<file path="src/hdl/nvmp_consts.svh">
// offsets, field positions and reset values of the nvm protection block
`ifndef NVMP_CONSTS_SVH
`define NVMP_CONSTS_SVH
`define NVMP_OFS_WP     22'h300006
`define NVMP_OFS_RO     22'h300008
`define NVMP_OFS_TR     22'h30000a
`define NVMP_OFS_REV    22'h3ffffc
`define NVMP_OFS_PART   22'h3ffffe
`define NVMP_BIT_LVP    13
`define NVMP_BIT_SCAN   12
`define NVMP_BIT_EEPROM_WRITE_GUARD_N   10
`define NVMP_BIT_BOOT_WRITE_GUARD_N   9
`define NVMP_BIT_CFG_WRITE_GUARD_N   8
`define NVMP_USER_HI    7
`define NVMP_USER_LO    0
`define NVMP_BIT_CPD    1
`define NVMP_BIT_CP     0
`define NVMP_BIT_BOOT_TABLE_READ_GUARD_N  9
`define NVMP_FAM_HI     15
`define NVMP_FAM_LO     12
`define NVMP_MAJ_HI     11
`define NVMP_MAJ_LO     6
`define NVMP_MIN_HI     5
`define NVMP_MIN_LO     0
`define NVMP_WP_ERASED  16'h37ff
`define NVMP_RO_ERASED  16'h0003
`define NVMP_TR_ERASED  16'h02ff
`define NVMP_BOOT_REGION 4'h8
`define NVMP_ZERO16     16'h0000
`define NVMP_ZERO8      8'h00
`endif

</file>
<file path="src/hdl/nvmp_pkg.sv">
// types shared by the nvm protection block
package nvmp_pkg;
    typedef enum logic [1:0] {
        SP_PROG   = 2'b00,
        SP_EEPROM = 2'b01,
        SP_CFG    = 2'b10
    } nvmp_space_t;

    typedef enum logic {
        PH_LOAD = 1'b0,
        PH_RUN  = 1'b1
    } nvmp_phase_t;
endpackage

</file>
<file path="src/hdl/nvmp_sync.sv">
// two-flop synchroniser, one stage pair per bit
`timescale 1ns/1ps
module nvmp_sync #(
    parameter int W = 1
) (
    input  wire logic         clock,
    input  wire logic         rstn,
    input  wire logic [W-1:0] async_in,
    output logic      [W-1:0] sync_out
);
    logic [W-1:0] meta_reg;

    for (genvar i = 0; i < W; i++) begin : g_bit
        always_ff @(posedge clock) begin
            if (!rstn) begin
                meta_reg[i] <= 1'b0;
                sync_out[i] <= 1'b0;
            end else begin
                meta_reg[i] <= async_in[i];
                sync_out[i] <= meta_reg[i];
            end
        end
    end
endmodule

</file>
<file path="src/hdl/nvmp_region.sv">
// maps a program memory byte address to its protection region
`timescale 1ns/1ps
`include "nvmp_consts.svh"
module nvmp_region #(
    parameter int              ADDR_W     = 17,
    parameter int              BLK_SHIFT  = 14,
    parameter logic [ADDR_W-1:0] BOOT_BYTES = 17'h00800
) (
    input  wire logic [ADDR_W-1:0] addr,
    output logic      [3:0]        region
);
    // boot block is carved from the bottom of user block 0
    always_comb begin
        if (addr < BOOT_BYTES) begin
            region = `NVMP_BOOT_REGION;
        end else begin
            region = {1'b0, addr[BLK_SHIFT+2:BLK_SHIFT]};
        end
    end
endmodule

</file>
<file path="src/hdl/nvmp_top.sv">
// nvm write, readout and table read protection with its configuration words
`timescale 1ns/1ps
`include "nvmp_consts.svh"
module nvmp_top import nvmp_pkg::*; #(
    parameter int          ADDR_W     = 17,
    parameter int          BLK_SHIFT  = 14,
    parameter logic [16:0] BOOT_BYTES = 17'h00800,
    parameter logic [3:0]  FAMILY_ID  = 4'h5,    // arbitrary value
    parameter logic [5:0]  MAJOR_REV  = 6'h00,
    parameter logic [5:0]  MINOR_REV  = 6'h01,
    parameter logic [15:0] PART_CODE  = 16'h1234 // arbitrary value
) (
    input  wire logic              clock,
    input  wire logic              rstn,
    input  wire logic [21:0]       reg_addr,
    input  wire logic [15:0]       reg_wdata,
    input  wire logic              reg_wr,
    input  wire logic              reg_rd,
    output logic      [15:0]       reg_rdata,
    input  wire logic [15:0]       cfg_wp_init,
    input  wire logic [15:0]       cfg_ro_init,
    input  wire logic [15:0]       cfg_tr_init,
    input  wire logic              lvp_session,
    input  wire logic              ext_reset_pin_enable,
    input  wire logic              scanner_module_off,
    input  wire logic              wr_req,
    input  wire nvmp_space_t       wr_space,
    input  wire logic [ADDR_W-1:0] wr_addr,
    output logic                   wr_commit,
    output logic                   wr_refused,
    input  wire logic              tr_req,
    input  wire logic [ADDR_W-1:0] tr_addr,
    input  wire logic [ADDR_W-1:0] tr_src_addr,
    input  wire logic [7:0]        tr_data_in,
    output logic                   tr_grant,
    output logic                   tr_refused,
    output logic      [7:0]        tr_data_out,
    output logic                   reset_pin_is_reset,
    output logic                   scanner_enable,
    output logic                   prog_readout_protected,
    output logic                   data_readout_protected
);
    nvmp_phase_t phase_reg;
    logic [15:0] wp_reg;
    logic [15:0] ro_reg;
    logic [15:0] tr_reg;
    logic [15:0] wp_act_reg;
    logic [15:0] ro_act_reg;
    logic [15:0] tr_act_reg;
    logic        session_s;
    logic [3:0]  wr_region;
    logic [3:0]  tr_region;
    logic [3:0]  src_region;
    logic        wr_ok;
    logic        tr_ok;
    logic [15:0] wp_next;
    logic [15:0] rdata_next;
    logic        cfg_open;
    logic [7:0]  user_wg;
    logic [7:0]  user_tg;

    nvmp_sync #(.W(1)) u_sync (
        .clock    (clock),
        .rstn     (rstn),
        .async_in (lvp_session),
        .sync_out (session_s)
    );

    nvmp_region #(.ADDR_W(ADDR_W), .BLK_SHIFT(BLK_SHIFT), .BOOT_BYTES(BOOT_BYTES)) u_wr_rgn (
        .addr   (wr_addr),
        .region (wr_region)
    );

    nvmp_region #(.ADDR_W(ADDR_W), .BLK_SHIFT(BLK_SHIFT), .BOOT_BYTES(BOOT_BYTES)) u_tr_rgn (
        .addr   (tr_addr),
        .region (tr_region)
    );

    nvmp_region #(.ADDR_W(ADDR_W), .BLK_SHIFT(BLK_SHIFT), .BOOT_BYTES(BOOT_BYTES)) u_src_rgn (
        .addr   (tr_src_addr),
        .region (src_region)
    );

    assign cfg_open = wp_act_reg[`NVMP_BIT_CFG_WRITE_GUARD_N];
    assign user_wg  = wp_act_reg[`NVMP_USER_HI:`NVMP_USER_LO];
    assign user_tg  = tr_act_reg[`NVMP_USER_HI:`NVMP_USER_LO];

    // first cycle after reset release picks up the programmed words
    always_ff @(posedge clock) begin
        if (!rstn) begin
            phase_reg <= PH_LOAD;
        end else begin
            phase_reg <= PH_RUN;
        end
    end

    // active copies change only at load, from cfg_wp_init, cfg_ro_init and cfg_tr_init, so a register write never reaches them
    always_ff @(posedge clock) begin
        if (!rstn) begin
            wp_act_reg <= `NVMP_WP_ERASED;
            ro_act_reg <= `NVMP_RO_ERASED;
            tr_act_reg <= `NVMP_TR_ERASED;
        end else if (phase_reg == PH_LOAD) begin
            // taken from the programmed image itself: the stored copy is still erased here
            wp_act_reg <= cfg_wp_init & `NVMP_WP_ERASED;
            ro_act_reg <= cfg_ro_init & `NVMP_RO_ERASED;
            tr_act_reg <= cfg_tr_init & `NVMP_TR_ERASED;
        end
    end

    always_comb begin
        wp_next = reg_wdata & `NVMP_WP_ERASED;
        if (session_s) begin
            wp_next[`NVMP_BIT_LVP] = wp_reg[`NVMP_BIT_LVP] | reg_wdata[`NVMP_BIT_LVP];
        end
    end

    // stored words: a copy loaded from the programmed image at each reset, readable by software
    always_ff @(posedge clock) begin
        if (!rstn) begin
            wp_reg <= `NVMP_WP_ERASED;
            ro_reg <= `NVMP_RO_ERASED;
            tr_reg <= `NVMP_TR_ERASED;
        end else if (phase_reg == PH_LOAD) begin
            wp_reg <= cfg_wp_init & `NVMP_WP_ERASED;
            ro_reg <= cfg_ro_init & `NVMP_RO_ERASED;
            tr_reg <= cfg_tr_init & `NVMP_TR_ERASED;
        end else if (reg_wr && cfg_open) begin
            if (reg_addr == `NVMP_OFS_WP) begin
                wp_reg <= wp_next;
            end
            if (reg_addr == `NVMP_OFS_TR) begin
                tr_reg <= reg_wdata & `NVMP_TR_ERASED;
            end
            // readout word has no write path at all
        end
    end

    always_comb begin
        unique case (reg_addr)
            `NVMP_OFS_WP:   rdata_next = wp_reg;
            `NVMP_OFS_RO:   rdata_next = ro_reg;
            `NVMP_OFS_TR:   rdata_next = tr_reg;
            `NVMP_OFS_REV:  rdata_next = {FAMILY_ID, MAJOR_REV, MINOR_REV};
            `NVMP_OFS_PART: rdata_next = PART_CODE;
            default:        rdata_next = `NVMP_ZERO16;
        endcase
    end

    always_ff @(posedge clock) begin
        if (!rstn) begin
            reg_rdata <= `NVMP_ZERO16;
        end else if (reg_rd) begin
            reg_rdata <= rdata_next;
        end else begin
            reg_rdata <= `NVMP_ZERO16;
        end
    end

    // write permission per target space and region
    always_comb begin
        unique case (wr_space)
            SP_EEPROM: wr_ok = wp_act_reg[`NVMP_BIT_EEPROM_WRITE_GUARD_N];
            SP_CFG:    wr_ok = cfg_open;
            SP_PROG: begin
                if (wr_region == `NVMP_BOOT_REGION) begin
                    wr_ok = wp_act_reg[`NVMP_BIT_BOOT_WRITE_GUARD_N];
                end else begin
                    wr_ok = user_wg[wr_region[2:0]];
                end
            end
            default:   wr_ok = 1'b0;
        endcase
    end

    always_ff @(posedge clock) begin
        if (!rstn) begin
            wr_commit  <= 1'b0;
            wr_refused <= 1'b0;
        end else begin
            wr_commit  <= wr_req && wr_ok && (phase_reg == PH_RUN);
            wr_refused <= wr_req && !(wr_ok && (phase_reg == PH_RUN));
        end
    end

    // reads from inside the same region are always allowed
    always_comb begin
        if (tr_region == src_region) begin
            tr_ok = 1'b1;
        end else if (tr_region == `NVMP_BOOT_REGION) begin
            tr_ok = tr_act_reg[`NVMP_BIT_BOOT_TABLE_READ_GUARD_N];
        end else begin
            tr_ok = user_tg[tr_region[2:0]];
        end
    end

    always_ff @(posedge clock) begin
        if (!rstn) begin
            tr_grant    <= 1'b0;
            tr_refused  <= 1'b0;
            tr_data_out <= `NVMP_ZERO8;
        end else begin
            tr_grant    <= tr_req && tr_ok;
            tr_refused  <= tr_req && !tr_ok;
            tr_data_out <= (tr_req && tr_ok) ? tr_data_in : `NVMP_ZERO8;
        end
    end

    // pin and module controls follow the active words
    always_ff @(posedge clock) begin
        if (!rstn) begin
            reset_pin_is_reset     <= 1'b1;
            scanner_enable         <= 1'b0;
            prog_readout_protected <= 1'b0;
            data_readout_protected <= 1'b0;
        end else begin
            reset_pin_is_reset     <= wp_act_reg[`NVMP_BIT_LVP] | ext_reset_pin_enable;
            scanner_enable         <= wp_act_reg[`NVMP_BIT_SCAN] & ~scanner_module_off;
            prog_readout_protected <= ~ro_act_reg[`NVMP_BIT_CP];
            data_readout_protected <= ~ro_act_reg[`NVMP_BIT_CPD];
        end
    end

    chk_lvp_hold: assert property (@(posedge clock) disable iff (!rstn)
        (reg_wr && reg_addr == `NVMP_OFS_WP && session_s && phase_reg == PH_RUN
         && wp_reg[`NVMP_BIT_LVP]) |=> wp_reg[`NVMP_BIT_LVP])
        else $error("low-voltage enable cleared during session");

    chk_reset_pin: assert property (@(posedge clock) disable iff (!rstn)
        wp_act_reg[`NVMP_BIT_LVP] |=> reset_pin_is_reset)
        else $error("reset pin released while low-voltage enable set");

    chk_scan_on: assert property (@(posedge clock) disable iff (!rstn)
        (wp_act_reg[`NVMP_BIT_SCAN] && $changed(scanner_module_off))
        |=> scanner_enable != $past(scanner_enable))
        else $error("scanner not following module-off bit");

    chk_scan_off: assert property (@(posedge clock) disable iff (!rstn)
        !wp_act_reg[`NVMP_BIT_SCAN] |=> !scanner_enable)
        else $error("scanner on while unavailable");

    chk_eeprom_guard: assert property (@(posedge clock) disable iff (!rstn)
        (wr_req && wr_space == SP_EEPROM && phase_reg == PH_RUN)
        |=> wr_commit == $past(wp_act_reg[`NVMP_BIT_EEPROM_WRITE_GUARD_N]))
        else $error("eeprom write guard wrong");

    chk_boot_guard: assert property (@(posedge clock) disable iff (!rstn)
        (wr_req && wr_space == SP_PROG && wr_addr < BOOT_BYTES && !wp_act_reg[`NVMP_BIT_BOOT_WRITE_GUARD_N])
        |=> wr_refused && !wr_commit)
        else $error("boot block write let through");

    chk_cfg_guard: assert property (@(posedge clock) disable iff (!rstn)
        (reg_wr && !cfg_open && phase_reg == PH_RUN) |=> $stable(wp_reg) && $stable(tr_reg))
        else $error("configuration changed while guarded");

    chk_user_guard: assert property (@(posedge clock) disable iff (!rstn)
        (wr_req && wr_space == SP_PROG && wr_region != `NVMP_BOOT_REGION
         && phase_reg == PH_RUN) |=> wr_commit == $past(user_wg[wr_region[2:0]]))
        else $error("user block write guard wrong");

    chk_readout_ro: assert property (@(posedge clock) disable iff (!rstn)
        (phase_reg == PH_RUN) |=> $stable(ro_reg))
        else $error("readout word changed by software");

    chk_prog_readout: assert property (@(posedge clock) disable iff (!rstn)
        (phase_reg == PH_RUN) ##1 1'b1 |-> prog_readout_protected == !ro_act_reg[`NVMP_BIT_CP])
        else $error("program readout flag wrong");

    chk_data_readout: assert property (@(posedge clock) disable iff (!rstn)
        (phase_reg == PH_RUN) ##1 1'b1 |-> data_readout_protected == !ro_act_reg[`NVMP_BIT_CPD])
        else $error("data readout flag wrong");

    chk_boot_tblrd: assert property (@(posedge clock) disable iff (!rstn)
        (tr_req && tr_region == `NVMP_BOOT_REGION && src_region != `NVMP_BOOT_REGION
         && !tr_act_reg[`NVMP_BIT_BOOT_TABLE_READ_GUARD_N]) |=> tr_refused && tr_data_out == `NVMP_ZERO8)
        else $error("boot table read let through");

    chk_blk_tblrd: assert property (@(posedge clock) disable iff (!rstn)
        (tr_req && tr_region != `NVMP_BOOT_REGION && tr_region != src_region)
        |=> tr_grant == $past(user_tg[tr_region[2:0]]))
        else $error("block table read guard wrong");

    chk_rev_fields: assert property (@(posedge clock) disable iff (!rstn)
        (reg_rd && reg_addr == `NVMP_OFS_REV)
        |=> reg_rdata[`NVMP_MAJ_HI:`NVMP_MAJ_LO] == MAJOR_REV
         && reg_rdata[`NVMP_MIN_HI:`NVMP_MIN_LO] == MINOR_REV)
        else $error("revision fields wrong");

    chk_refuse_quiet: assert property (@(posedge clock) disable iff (!rstn)
        (tr_refused |-> tr_data_out == `NVMP_ZERO8) and (wr_refused |-> !wr_commit))
        else $error("refused access leaked");

    chk_wr_answer: assert property (@(posedge clock) disable iff (!rstn)
        wr_req |=> (wr_commit ^ wr_refused))
        else $error("write request not answered exactly once");

    chk_load_copy: assert property (@(posedge clock) disable iff (!rstn)
        (phase_reg == PH_LOAD) ##1 (phase_reg == PH_RUN) |=> wp_act_reg == $past(wp_reg))
        else $error("active word not latched");

    cov_wr_refused: cover property (@(posedge clock) disable iff (!rstn) wr_refused);
    cov_wr_commit:  cover property (@(posedge clock) disable iff (!rstn) wr_commit);
    cov_tr_refused: cover property (@(posedge clock) disable iff (!rstn) tr_refused);
    cov_tr_grant:   cover property (@(posedge clock) disable iff (!rstn) tr_grant);
    cov_lvp_keep:   cover property (@(posedge clock) disable iff (!rstn)
        reg_wr && session_s && reg_addr == `NVMP_OFS_WP && !reg_wdata[`NVMP_BIT_LVP]);
endmodule

</file>
<file path="config.mk">
export PLATFORM = sky130hd
export DESIGN_NAME = nvmp_top
export DESIGN_NICKNAME = d
export VERILOG_FILES = /design/src/hdl/nvmp_pkg.sv /design/src/hdl/nvmp_sync.sv /design/src/hdl/nvmp_region.sv /design/src/hdl/nvmp_top.sv
export VERILOG_INCLUDE_DIRS = /design/src /design/src/hdl
export SDC_FILE = /design/constraint.sdc
export NUM_CORES = 1
export LEC_CHECK = 0
export ABC_AREA = 1
export ABC_CLOCK_PERIOD_IN_PS = 1500
export BUFFER_PORTS_ARGS = -buffer_cell sky130_fd_sc_hd__buf_2
export CAP_MARGIN = 20
export CORE_ASPECT_RATIO = 0.75
export CORE_MARGIN = 1.5
export CORE_UTILIZATION = 40
export CTS_CLUSTER_DIAMETER = 60
export DETAILED_ROUTE_END_ITERATION = 7
export PLACE_DENSITY = 0.73
export SETUP_SLACK_MARGIN = 0.5
export SLEW_MARGIN = 20
export SYNTH_ARGS = -nofsm -noshare
export SYNTH_HDL_FRONTEND = slang
export SYNTH_SLANG_ARGS = --single-unit
</file>
<file path="constraint.sdc">
create_clock -name clock -period 1.5 [get_ports clock]
set_input_delay 0.225 -clock clock [delete_from_list [all_inputs] [get_ports clock]]
set_output_delay 0.225 -clock clock [all_outputs]
set_load 0.02 [all_outputs]
</file>
# --- Word level (Yosys, flattened, before mapping) ---
# Cells that the tools add are included.
op_classes:
  mux: 20
  n_eq_ne: 13
  n_lt_le_gt_ge: 5
  bitwise_logic: 6
  reduce_logical: 14
ops:
  columns: ["op", "n"]
  rows:
  - ["$eq 22x22->1 const B", 5]
  - ["$pmux 15 s5", 1]
  - ["$lt 17x12->1 const B", 3]
  - ["$mux 14", 3]
  - ["$mux 10", 3]
  - ["$mux 4", 3]
  - ["$eq 4x4->1 const B", 2]
  - ["$lt 3x4->1 const B", 2]
  - ["$reduce_and 2->1", 4]
  - ["$logic_and 1x1->1", 7]
  - ["$mux 1", 7]
  - ["$bmux 1 s3", 2]
  - ["$ne 2x1->1 const B", 3]
  - ["$eq 4x4->1", 1]
  - ["$not 1->1", 3]
  - ["$pmux 1 s3", 1]
  - ["$eq 2x1->1 const B", 1]
  - ["$eq 2x2->1 const B", 1]
  - ["$logic_not 1->1", 2]
  - ["$logic_not 2->1", 1]
  - ["$or 1x1->1", 2]
  - ["$and 1x1->1", 1]
totals:
  register_bits: 81
  input_bits: 156
  elab_cells: 76
  output_inout_bits: 32

# --- Logic depth before layout (Yosys ltp) ---
# Gate-level depths: netlist of run 1.
depth:
  ltp_word: 9
  mapped_depth: 10
  mapped_depth_nobuf: 9

# --- Modules after synthesis ---
# A second synthesis of run 1 with hierarchy kept.
unflattened:
  hier_cells: 516
  hier_area_um2: 3633.5
by_module_without_submodules:
  columns: ["mod", "seq_area_each_um2", "area_each_um2", "instances", "cells_per_inst"]
  rows:
  - ["nvmp_top", 1541.5, 3480.8, 1, 486]
  - ["nvmp_region", 0.0, 32.5, 3, 8]
  - ["nvmp_sync", 40.0, 55.1, 1, 6]

# --- Worst setup path after synthesis of run 1 ---
# No wires, ideal clock.
synth_timing:
  path_kind: "input to register"
  start: "input port reg_addr[6]"
  end: "register tr_reg[5]"
  setup_slack_ns: 0.276
  arrival_time_ns: 1.094
  path_buffers: 1
  required_time_ns: 1.370
  stages: 7
  setup_ns: 0.130
  path_cell_list: "nor2_2 nand2_2 nor2_8 nand4_4 buf_6 nand3_1 nand3_1"
synth_via:
  elab_chain_cells: 3
synth_lines:
  columns: ["item", "line_no", "rtl"]
  rows:
  - ["from (decl)", "nvmp_top.sv:15", "input wire logic [21:0] reg_addr,"]
  - ["$eq 22x22->1", null, null]
  - ["$ne 2x1->1 (no source line)", null, null]
  - ["$reduce_and 2->1 (no source line)", null, null]
  - ["to (signal assigned)", "nvmp_top.sv:123", "tr_reg <= `NVMP_TR_ERASED;"]
  - ["to (signal assigned)", "nvmp_top.sv:127", "tr_reg <= cfg_tr_init & `NVMP_TR_ERASED;"]
  - ["to (signal assigned)", "nvmp_top.sv:133", "tr_reg <= reg_wdata & `NVMP_TR_ERASED;"]
  - ["to (decl)", "nvmp_top.sv:46", "logic [15:0] tr_reg;"]
# Every way passes these cells.
# A chain may end at the register's enable or synchronous reset.

# --- Worst setup path after layout of run 1 ---
layout_timing:
  start: "input port reg_addr[2]"
  end: "register wp_reg[4]"
layout_via:
  elab_chain_cells: 3
layout_lines:
  columns: ["item", "line_no", "rtl"]
  rows:
  - ["$eq 22x22->1", null, null]
  - ["$ne 2x1->1 (no source line)", null, null]
  - ["$reduce_and 2->1 (no source line)", null, null]
  - ["to (signal assigned)", "nvmp_top.sv:121", "wp_reg <= `NVMP_WP_ERASED;"]
  - ["to (signal assigned)", "nvmp_top.sv:125", "wp_reg <= cfg_wp_init & `NVMP_WP_ERASED;"]
  - ["to (signal assigned)", "nvmp_top.sv:130", "wp_reg <= wp_next;"]
  - ["to (decl)", "nvmp_top.sv:44", "logic [15:0] wp_reg;"]
# Every way passes these cells.

==> results of run 1 <==
[cell usage after synthesis, types with 4 or more instances]
cell and n:
dfxtp_1 79, nor2_4 5, nor2_2 5, nor2_1 65, clkbuf_1 8, a21oi_1 22, nand2_1 159, inv_1 46
nand3_1 64, o211ai_2 8, buf_2 4
[power breakdown]
group | switching (mW) | leakage (nW) | internal, mW | total, mW
logic | 0.439 | 1.98 | 0.365 | 0.803
registers | 0.0688 | 0.664 | 2.21 | 2.28
clock network | 0.920 | 0.153 | 1.31 | 2.23
[logic make-up (layout without fill, tap and decap cells)]
family / Yosys count / in the layout / synth area share (%)
AOI/OAI and AO/OA: 36 / 36 / 7.075
xor gates and xnor gates: 1 / 1 / 0.2489
buffers and inverters: 65 / 214 / 8.034
DFF: 79 / 79 / 44.93
other: 1 / 2 / 0.1065
and+or+nand+nor: 312 / 315 / 39.60
[worst max path at each step]
stage | start | cells after the start | slack, ps | end
floorplan | reg_addr[1] | 8 | 310 | tr_reg[9]
global route | reg_addr[14] | 10 | 330 | wp_reg[5]
finish | reg_addr[2] | 10 | 370 | wp_reg[4]
CTS | wp_act_reg[8] | 6 | 420 | tr_reg[6]
detailed placement | reg_addr[1] | 10 | 20 | wp_reg[7]
global placement | reg_addr[1] | 10 | 40 | wp_reg[13]
[repair_timing]
| action | 4_1_cts | 5_1_grt |
|---|---|---|
| buffers inserted | 6 | 3 |
| endpoints found under the hold margin | 0 | 0 |
| gates cloned | 5 | 2 |
| hold buffers | 0 | 0 |
| resized for setup | 143 | 84 |
| setup endpoints to repair | 92 | 87 |
| pin swaps | 41 | 42 |
[through the flow]
| step | instances | worst slack (ps) |
|---|---|---|
| floorplan | 495 | 307.3 |
| global placement | 723 | 35.89 |
| detailed placement | 723 | 17.87 |
| CTS | 750 | 417.2 |
| global route | 755 | 326.1 |
| finish | 755 | 373.1 |
[layout make-up]
cell class                      count  area (µm²)  share of cell area, %
Inverter                           47       198.9                  3.558
Multi-Input combinational cell    354        2067                  36.97
Sequential cell                    79        1637                  29.27
Clock buffer                        9       225.2                  4.028
Tap cell                          108       135.1                  2.417
Clock inverter                      7       77.57                  1.387
Timing Repair Buffer              151        1251                  22.38
[per-layer routing]
layer	GRT usage [%]	vias to the layer above
met5	0	-
met2	35.30	156
met4	5.063	0
met3	5.126	11
li1	-	1867
met1	29.81	1760
==> impl_metrics.env, run 1 <==
export IMPL_synth_seq_cells=79
export IMPL_cts_tree="yes"
export IMPL_clk_path_buf_depth=2
export IMPL_fin_crit_sh_pct=75.13
export IMPL_cts_root_buf="clkbuf_16"
export IMPL_grt_first_pass_wirelength_um=16440
export IMPL_clk_pin_slew_ps=70
export IMPL_cts_buffers=9
export IMPL_via_per_inst=5.025
export IMPL_r2r_end="tr_reg[7]"
export IMPL_seq_area_frac_synth_pct=44.93
export IMPL_ys_top_cells_by_area="dfxtp_1 (45%), nand2_1 (17%), nand3_1 (9.1%)"
export IMPL_cts_sinks=79
export IMPL_postSynth_asyncResetShare_pct=0
export IMPL_drc=0
export IMPL_dr_pass1_iters=5
export IMPL_start_util_pct=41.45
export IMPL_route_met3_wl_um=805
export IMPL_area_delta_synth_final_pct=58.87
export IMPL_rsz0062_at_grt="true"
export IMPL_die_area_um2=9377
export IMPL_synth_area_per_cell_um2=7.125
export IMPL_fmax_mhz=887.4
export IMPL_drt_iter0_drc=307
export IMPL_synth_cells=494
export IMPL_wl_met1_um=4834
export IMPL_synth_distinct_cells=29
export IMPL_dpl_cell_area_um2=4387
export IMPL_p_per_area_nw_per_um2=951.3
export IMPL_finalNetCount=798
export IMPL_crit_path_end_kind="register"
export IMPL_fill_cells=704
export IMPL_synth_edf_count=0
export IMPL_drive_above_1_share_pct=49.00
export IMPL_skew_ps=14.48
export IMPL_leakage_nw=2.794
export IMPL_hold_start="scanner_module_off"
export IMPL_hold_end="scanner_enable"
export IMPL_cpPeakStageDelay_ps=260
export IMPL_final_max_slew_viol_count=0
export IMPL_grt_pass1_vias=3562
export IMPL_yosys_warnings=0
export IMPL_crit_chain="buf_6 -> inv_2 -> nor2_2 -> nand2_2 -> nor2_4 -> nand3_4 -> nor2_4 -> nor2_4 -> nand2_2 -> nand3_2"
export IMPL_startpoint_type="input port"
export IMPL_crit_buf_inv=2
export IMPL_synthFlopType="dfxtp_1"
export IMPL_ant_nets=0
export IMPL_min_path_type="input port to register"
export IMPL_r2r_start="wp_act_reg[8]"
export IMPL_routed_via_count=3794
export IMPL_cp_top_family="simple AND/OR/NAND/NOR gates"
export IMPL_drv_cap=0
export IMPL_wirelength_um=10950
export IMPL_synth_top_cell_area_share_pct=44.93
export IMPL_whs_ps=35.48
export IMPL_p_total_mw=5.319
export IMPL_dp_hpwl_um=7265
export IMPL_timing_critical_path_arrival_ps=1350
export IMPL_setup_viol=0
export IMPL_clkLatencyLatePin_ps=340
export IMPL_antennaDiodeCount=0
export IMPL_holdPathStages=2
export IMPL_synth_area_leader_cell="dfxtp_1"
export IMPL_fp_dieH_um=84.24
export IMPL_grt_start_max_net_pins=28
export IMPL_ios=188
export IMPL_rows=29
export IMPL_status="finished, final reports clean"
export IMPL_syn_area_um2=3520
export IMPL_r2r_cells=6
export IMPL_final_common_cell="nand2_1"
export IMPL_final_area_um2=5592
export IMPL_ir_drop_uv=499.8
export IMPL_slowest_stage="nor2_4"
export IMPL_gp_routability_congestion=0.8654
export IMPL_hold_violations=0
export IMPL_core_um2=8491
export IMPL_layout_common_cells="nand2_1 (139), buf_2 (81), nand3_1 (49)"
export IMPL_top_layer="met4"
export IMPL_worst_path_max_fanout=5
export IMPL_io_buffers=125
export IMPL_cp_data_required_time_ps=1730
export IMPL_cpMostUsedCell="nor2_4"
export IMPL_regToRegSetupSlack_ps=410
export IMPL_die_x_um=111.3
export IMPL_dr_wl_met2_um=5239
export IMPL_wl_per_cell_um=14.50
export IMPL_h_tree_depth=3
export IMPL_largest_reg_flops=14
export IMPL_period_minus_slack_ps=1127
export IMPL_track_usage_pct=21.85
export IMPL_tns_ps=0
export IMPL_post_route_util_pct=65.86
export IMPL_gr_total_overflow=0
export IMPL_antenna_found_initial=0
export IMPL_worstSetupPathType="input port to register"
Power figures use the tool's default switching activity.
==> inputs of run 2 (changes only) <==
--- a/config.mk
+++ b/config.mk
@@ -7,7 +7,7 @@
 export NUM_CORES = 1
 export LEC_CHECK = 0
 export ABC_AREA = 1
-export ABC_CLOCK_PERIOD_IN_PS = 1500
+export ABC_CLOCK_PERIOD_IN_PS = 1000
 export BUFFER_PORTS_ARGS = -buffer_cell sky130_fd_sc_hd__buf_2
 export CAP_MARGIN = 20
 export CORE_ASPECT_RATIO = 0.75
@@ -15,7 +15,7 @@
 export CORE_UTILIZATION = 40
 export CTS_CLUSTER_DIAMETER = 60
 export DETAILED_ROUTE_END_ITERATION = 7
-export PLACE_DENSITY = 0.73
+export PLACE_DENSITY = 0.75
 export SETUP_SLACK_MARGIN = 0.5
 export SLEW_MARGIN = 20
 export SYNTH_ARGS = -nofsm -noshare
==> constraint.sdc (replaced) <==
create_clock -name clock -period 1 [get_ports clock]
set_input_delay 0.15 -clock clock [delete_from_list [all_inputs] [get_ports clock]]
set_output_delay 0.15 -clock clock [all_outputs]
set_load 0.02 [all_outputs]
==> run 2 against run 1 <==
Net effect: the run now ends with negative hold slack, negative setup slack left; global-route usage is 4.1 points higher; via count increased by 16%; clock power up 69%; first-iteration DRC count rose by 20%.
==> impl_metrics.env, run 2 (synthesized netlist as in run 1, its figures left out) <==
export IMPL_status="complete, but fails checks"
export IMPL_failed_checks="negative hold slack, negative setup slack"
export IMPL_drt_iter0_drc=368
export IMPL_wirelength_um=15970
export IMPL_final_max_slew_viol_count=0
export IMPL_antenna_found_initial=0
export IMPL_fin_crit_sh_pct=118.7
export IMPL_route_met3_wl_um=1431
export IMPL_p_total_mw=8.828
export IMPL_clk_pin_slew_ps=60
export IMPL_gr_total_overflow=0
export IMPL_ios=188
export IMPL_fp_dieH_um=84.24
export IMPL_h_tree_depth=3
export IMPL_clk_path_buf_depth=2
export IMPL_r2r_cells=8
export IMPL_cts_buffers=9
export IMPL_worstSetupPathType="register to register"
export IMPL_period_minus_slack_ps=1187
export IMPL_drv_cap=0
export IMPL_area_delta_synth_final_pct=94.56
export IMPL_crit_path_end_kind="register"
export IMPL_worst_path_max_fanout=5
export IMPL_p_sw_mw=2.408
export IMPL_final_area_um2=6848
export IMPL_routed_via_count=4410
export IMPL_p_per_area_nw_per_um2=1289
export IMPL_drive_above_1_share_pct=66.62
export IMPL_dpl_cell_area_um2=4720
export IMPL_final_common_cell="nand2_1"
export IMPL_largest_reg_flops=14
export IMPL_io_buffers=125
export IMPL_fin_ws_ps=-187.0
export IMPL_die_area_um2=9377
export IMPL_timing_critical_path_arrival_ps=1460
export IMPL_grt_start_max_net_pins=28
export IMPL_cp_data_required_time_ps=1280
export IMPL_wl_met1_um=6103
export IMPL_wl_per_cell_um=20.11
export IMPL_ir_drop_uv=1402
export IMPL_switching_share_pct=27.28
export IMPL_leakage_nw=3.243
export IMPL_regToRegSetupSlack_ps=-190
export IMPL_setup_viol=63
export IMPL_rsz0062_at_grt="true"
export IMPL_finalNetCount=837
export IMPL_clkLatencyLatePin_ps=350
export IMPL_dr_wl_met2_um=7461
export IMPL_dp_hpwl_um=7674
export IMPL_sequentialPowerShare_pct=38.8
export IMPL_layout_common_cells="nand2_1 (94), buf_2 (84), buf_6 (54)"
export IMPL_cts_tree="yes"
export IMPL_grt_pass1_vias=3906
export IMPL_gp_routability_congestion=0.9034
export IMPL_clkPwrFrac_pct=42.7
export IMPL_skew_ps=10.49
export IMPL_cts_root_buf="clkbuf_16"
export IMPL_track_usage_pct=25.91
export IMPL_drc=0
export IMPL_die_x_um=111.3
export IMPL_min_path_type="input port to register"
export IMPL_holdPathStages=2
export IMPL_power_internal_mw=6.420
export IMPL_rows=29
export IMPL_startpoint_type="register"
export IMPL_core_um2=8491
export IMPL_cts_sinks=79
export IMPL_whs_ps=-36.15
export IMPL_ant_nets=0
export IMPL_start_util_pct=41.45
export IMPL_combPwrFrac_pct=18.5
export IMPL_dr_pass1_iters=6
export IMPL_antennaDiodeCount=0
export IMPL_grt_first_pass_wirelength_um=19180
export IMPL_hold_violations=3
export IMPL_via_per_inst=5.554
export IMPL_top_layer="met4"
export IMPL_fmax_mhz=842.5
## run 2: cell types whose count changed in the layout (fill, tap and decap cells not counted), moves of 13 or more
cell and delta:
dfxtp_2 -18, dfxtp_4 +31, nand2_4 +15, nand3_1 -23, nand2_2 +30, nand2_1 -45
dfxtp_1 -13
## run 2: metrics by stage
step | TNS [ps] | setup WS, ps | cells | utilization (%)
global placement | -11480 | -356.8 | 741 | 55.58
global route | -8467 | -271.9 | 794 | 80.65
finish | -6213 | -187.0 | 794 | 80.65
floorplan | -2836 | -113.7 | 495 | -
CTS | -1668 | -81.43 | 774 | 70.32
detailed placement | -13520 | -396.9 | 741 | 55.58
## run 2: area by class of cell
| type | instances | area [µm²] |
|---|---|---|
| sequential | 79 | 1730 |
| fill | 423 | 1643 |
| clock buffer | 12 | 266.5 |
| inverter | 47 | 198.9 |
| timing repair buffer | 191 | 1832 |
| multi-input combinational | 353 | 2609 |
| clock inverter | 4 | 76.32 |
| tap | 108 | 135.1 |
## run 2: worst paths after layout
kind	startpoint	end
setup / recovery	tr_act_reg[5]	tr_data_out[1]
hold / removal	scanner_module_off	scanner_enable
setup reg to reg	tr_act_reg[5]	tr_data_out[1]
hold reg to reg	u_sync.meta_reg	u_sync.sync_out
## run 2: critical path, stage by stage (launching register included)
cell and delay (ps):
dfxtp_2 370, nand2_1 80, nand3_1 90, nand3_1 100, nand2_2 90, nand2_2 60
nand3_4 100, nand2_4 100, nor2_1 120
## run 2: what timing repair did
item / 4_1_cts / 5_1_grt
setup endpoints to repair: 106 / 107
endpoints found under the hold margin: 4 / 2
pin swaps: 45 / 68
buffers inserted: 11 / 14
resized for setup: 182 / 167
cloned: 6 / 6
## run 2: per-layer routing
metal  up-vias  global-route usage, %
li1       1939                      -
met1      2079                  33.75
met2       294                  41.66
met3        98                  6.931
met4         0                  9.321
met5         -                      0
## run 2: power by group through the flow
stage | registers, mW | clock network [mW] | logic [mW]
after floorplan | 3.42 | 0 | 0.518
after global placement | 3.41 | 0 | 0.944
after detailed placement | 3.41 | 0 | 0.965
after CTS | 3.37 | 3.70 | 1.25
after global routing | 3.43 | 3.89 | 1.72
final | 3.42 | 3.77 | 1.63
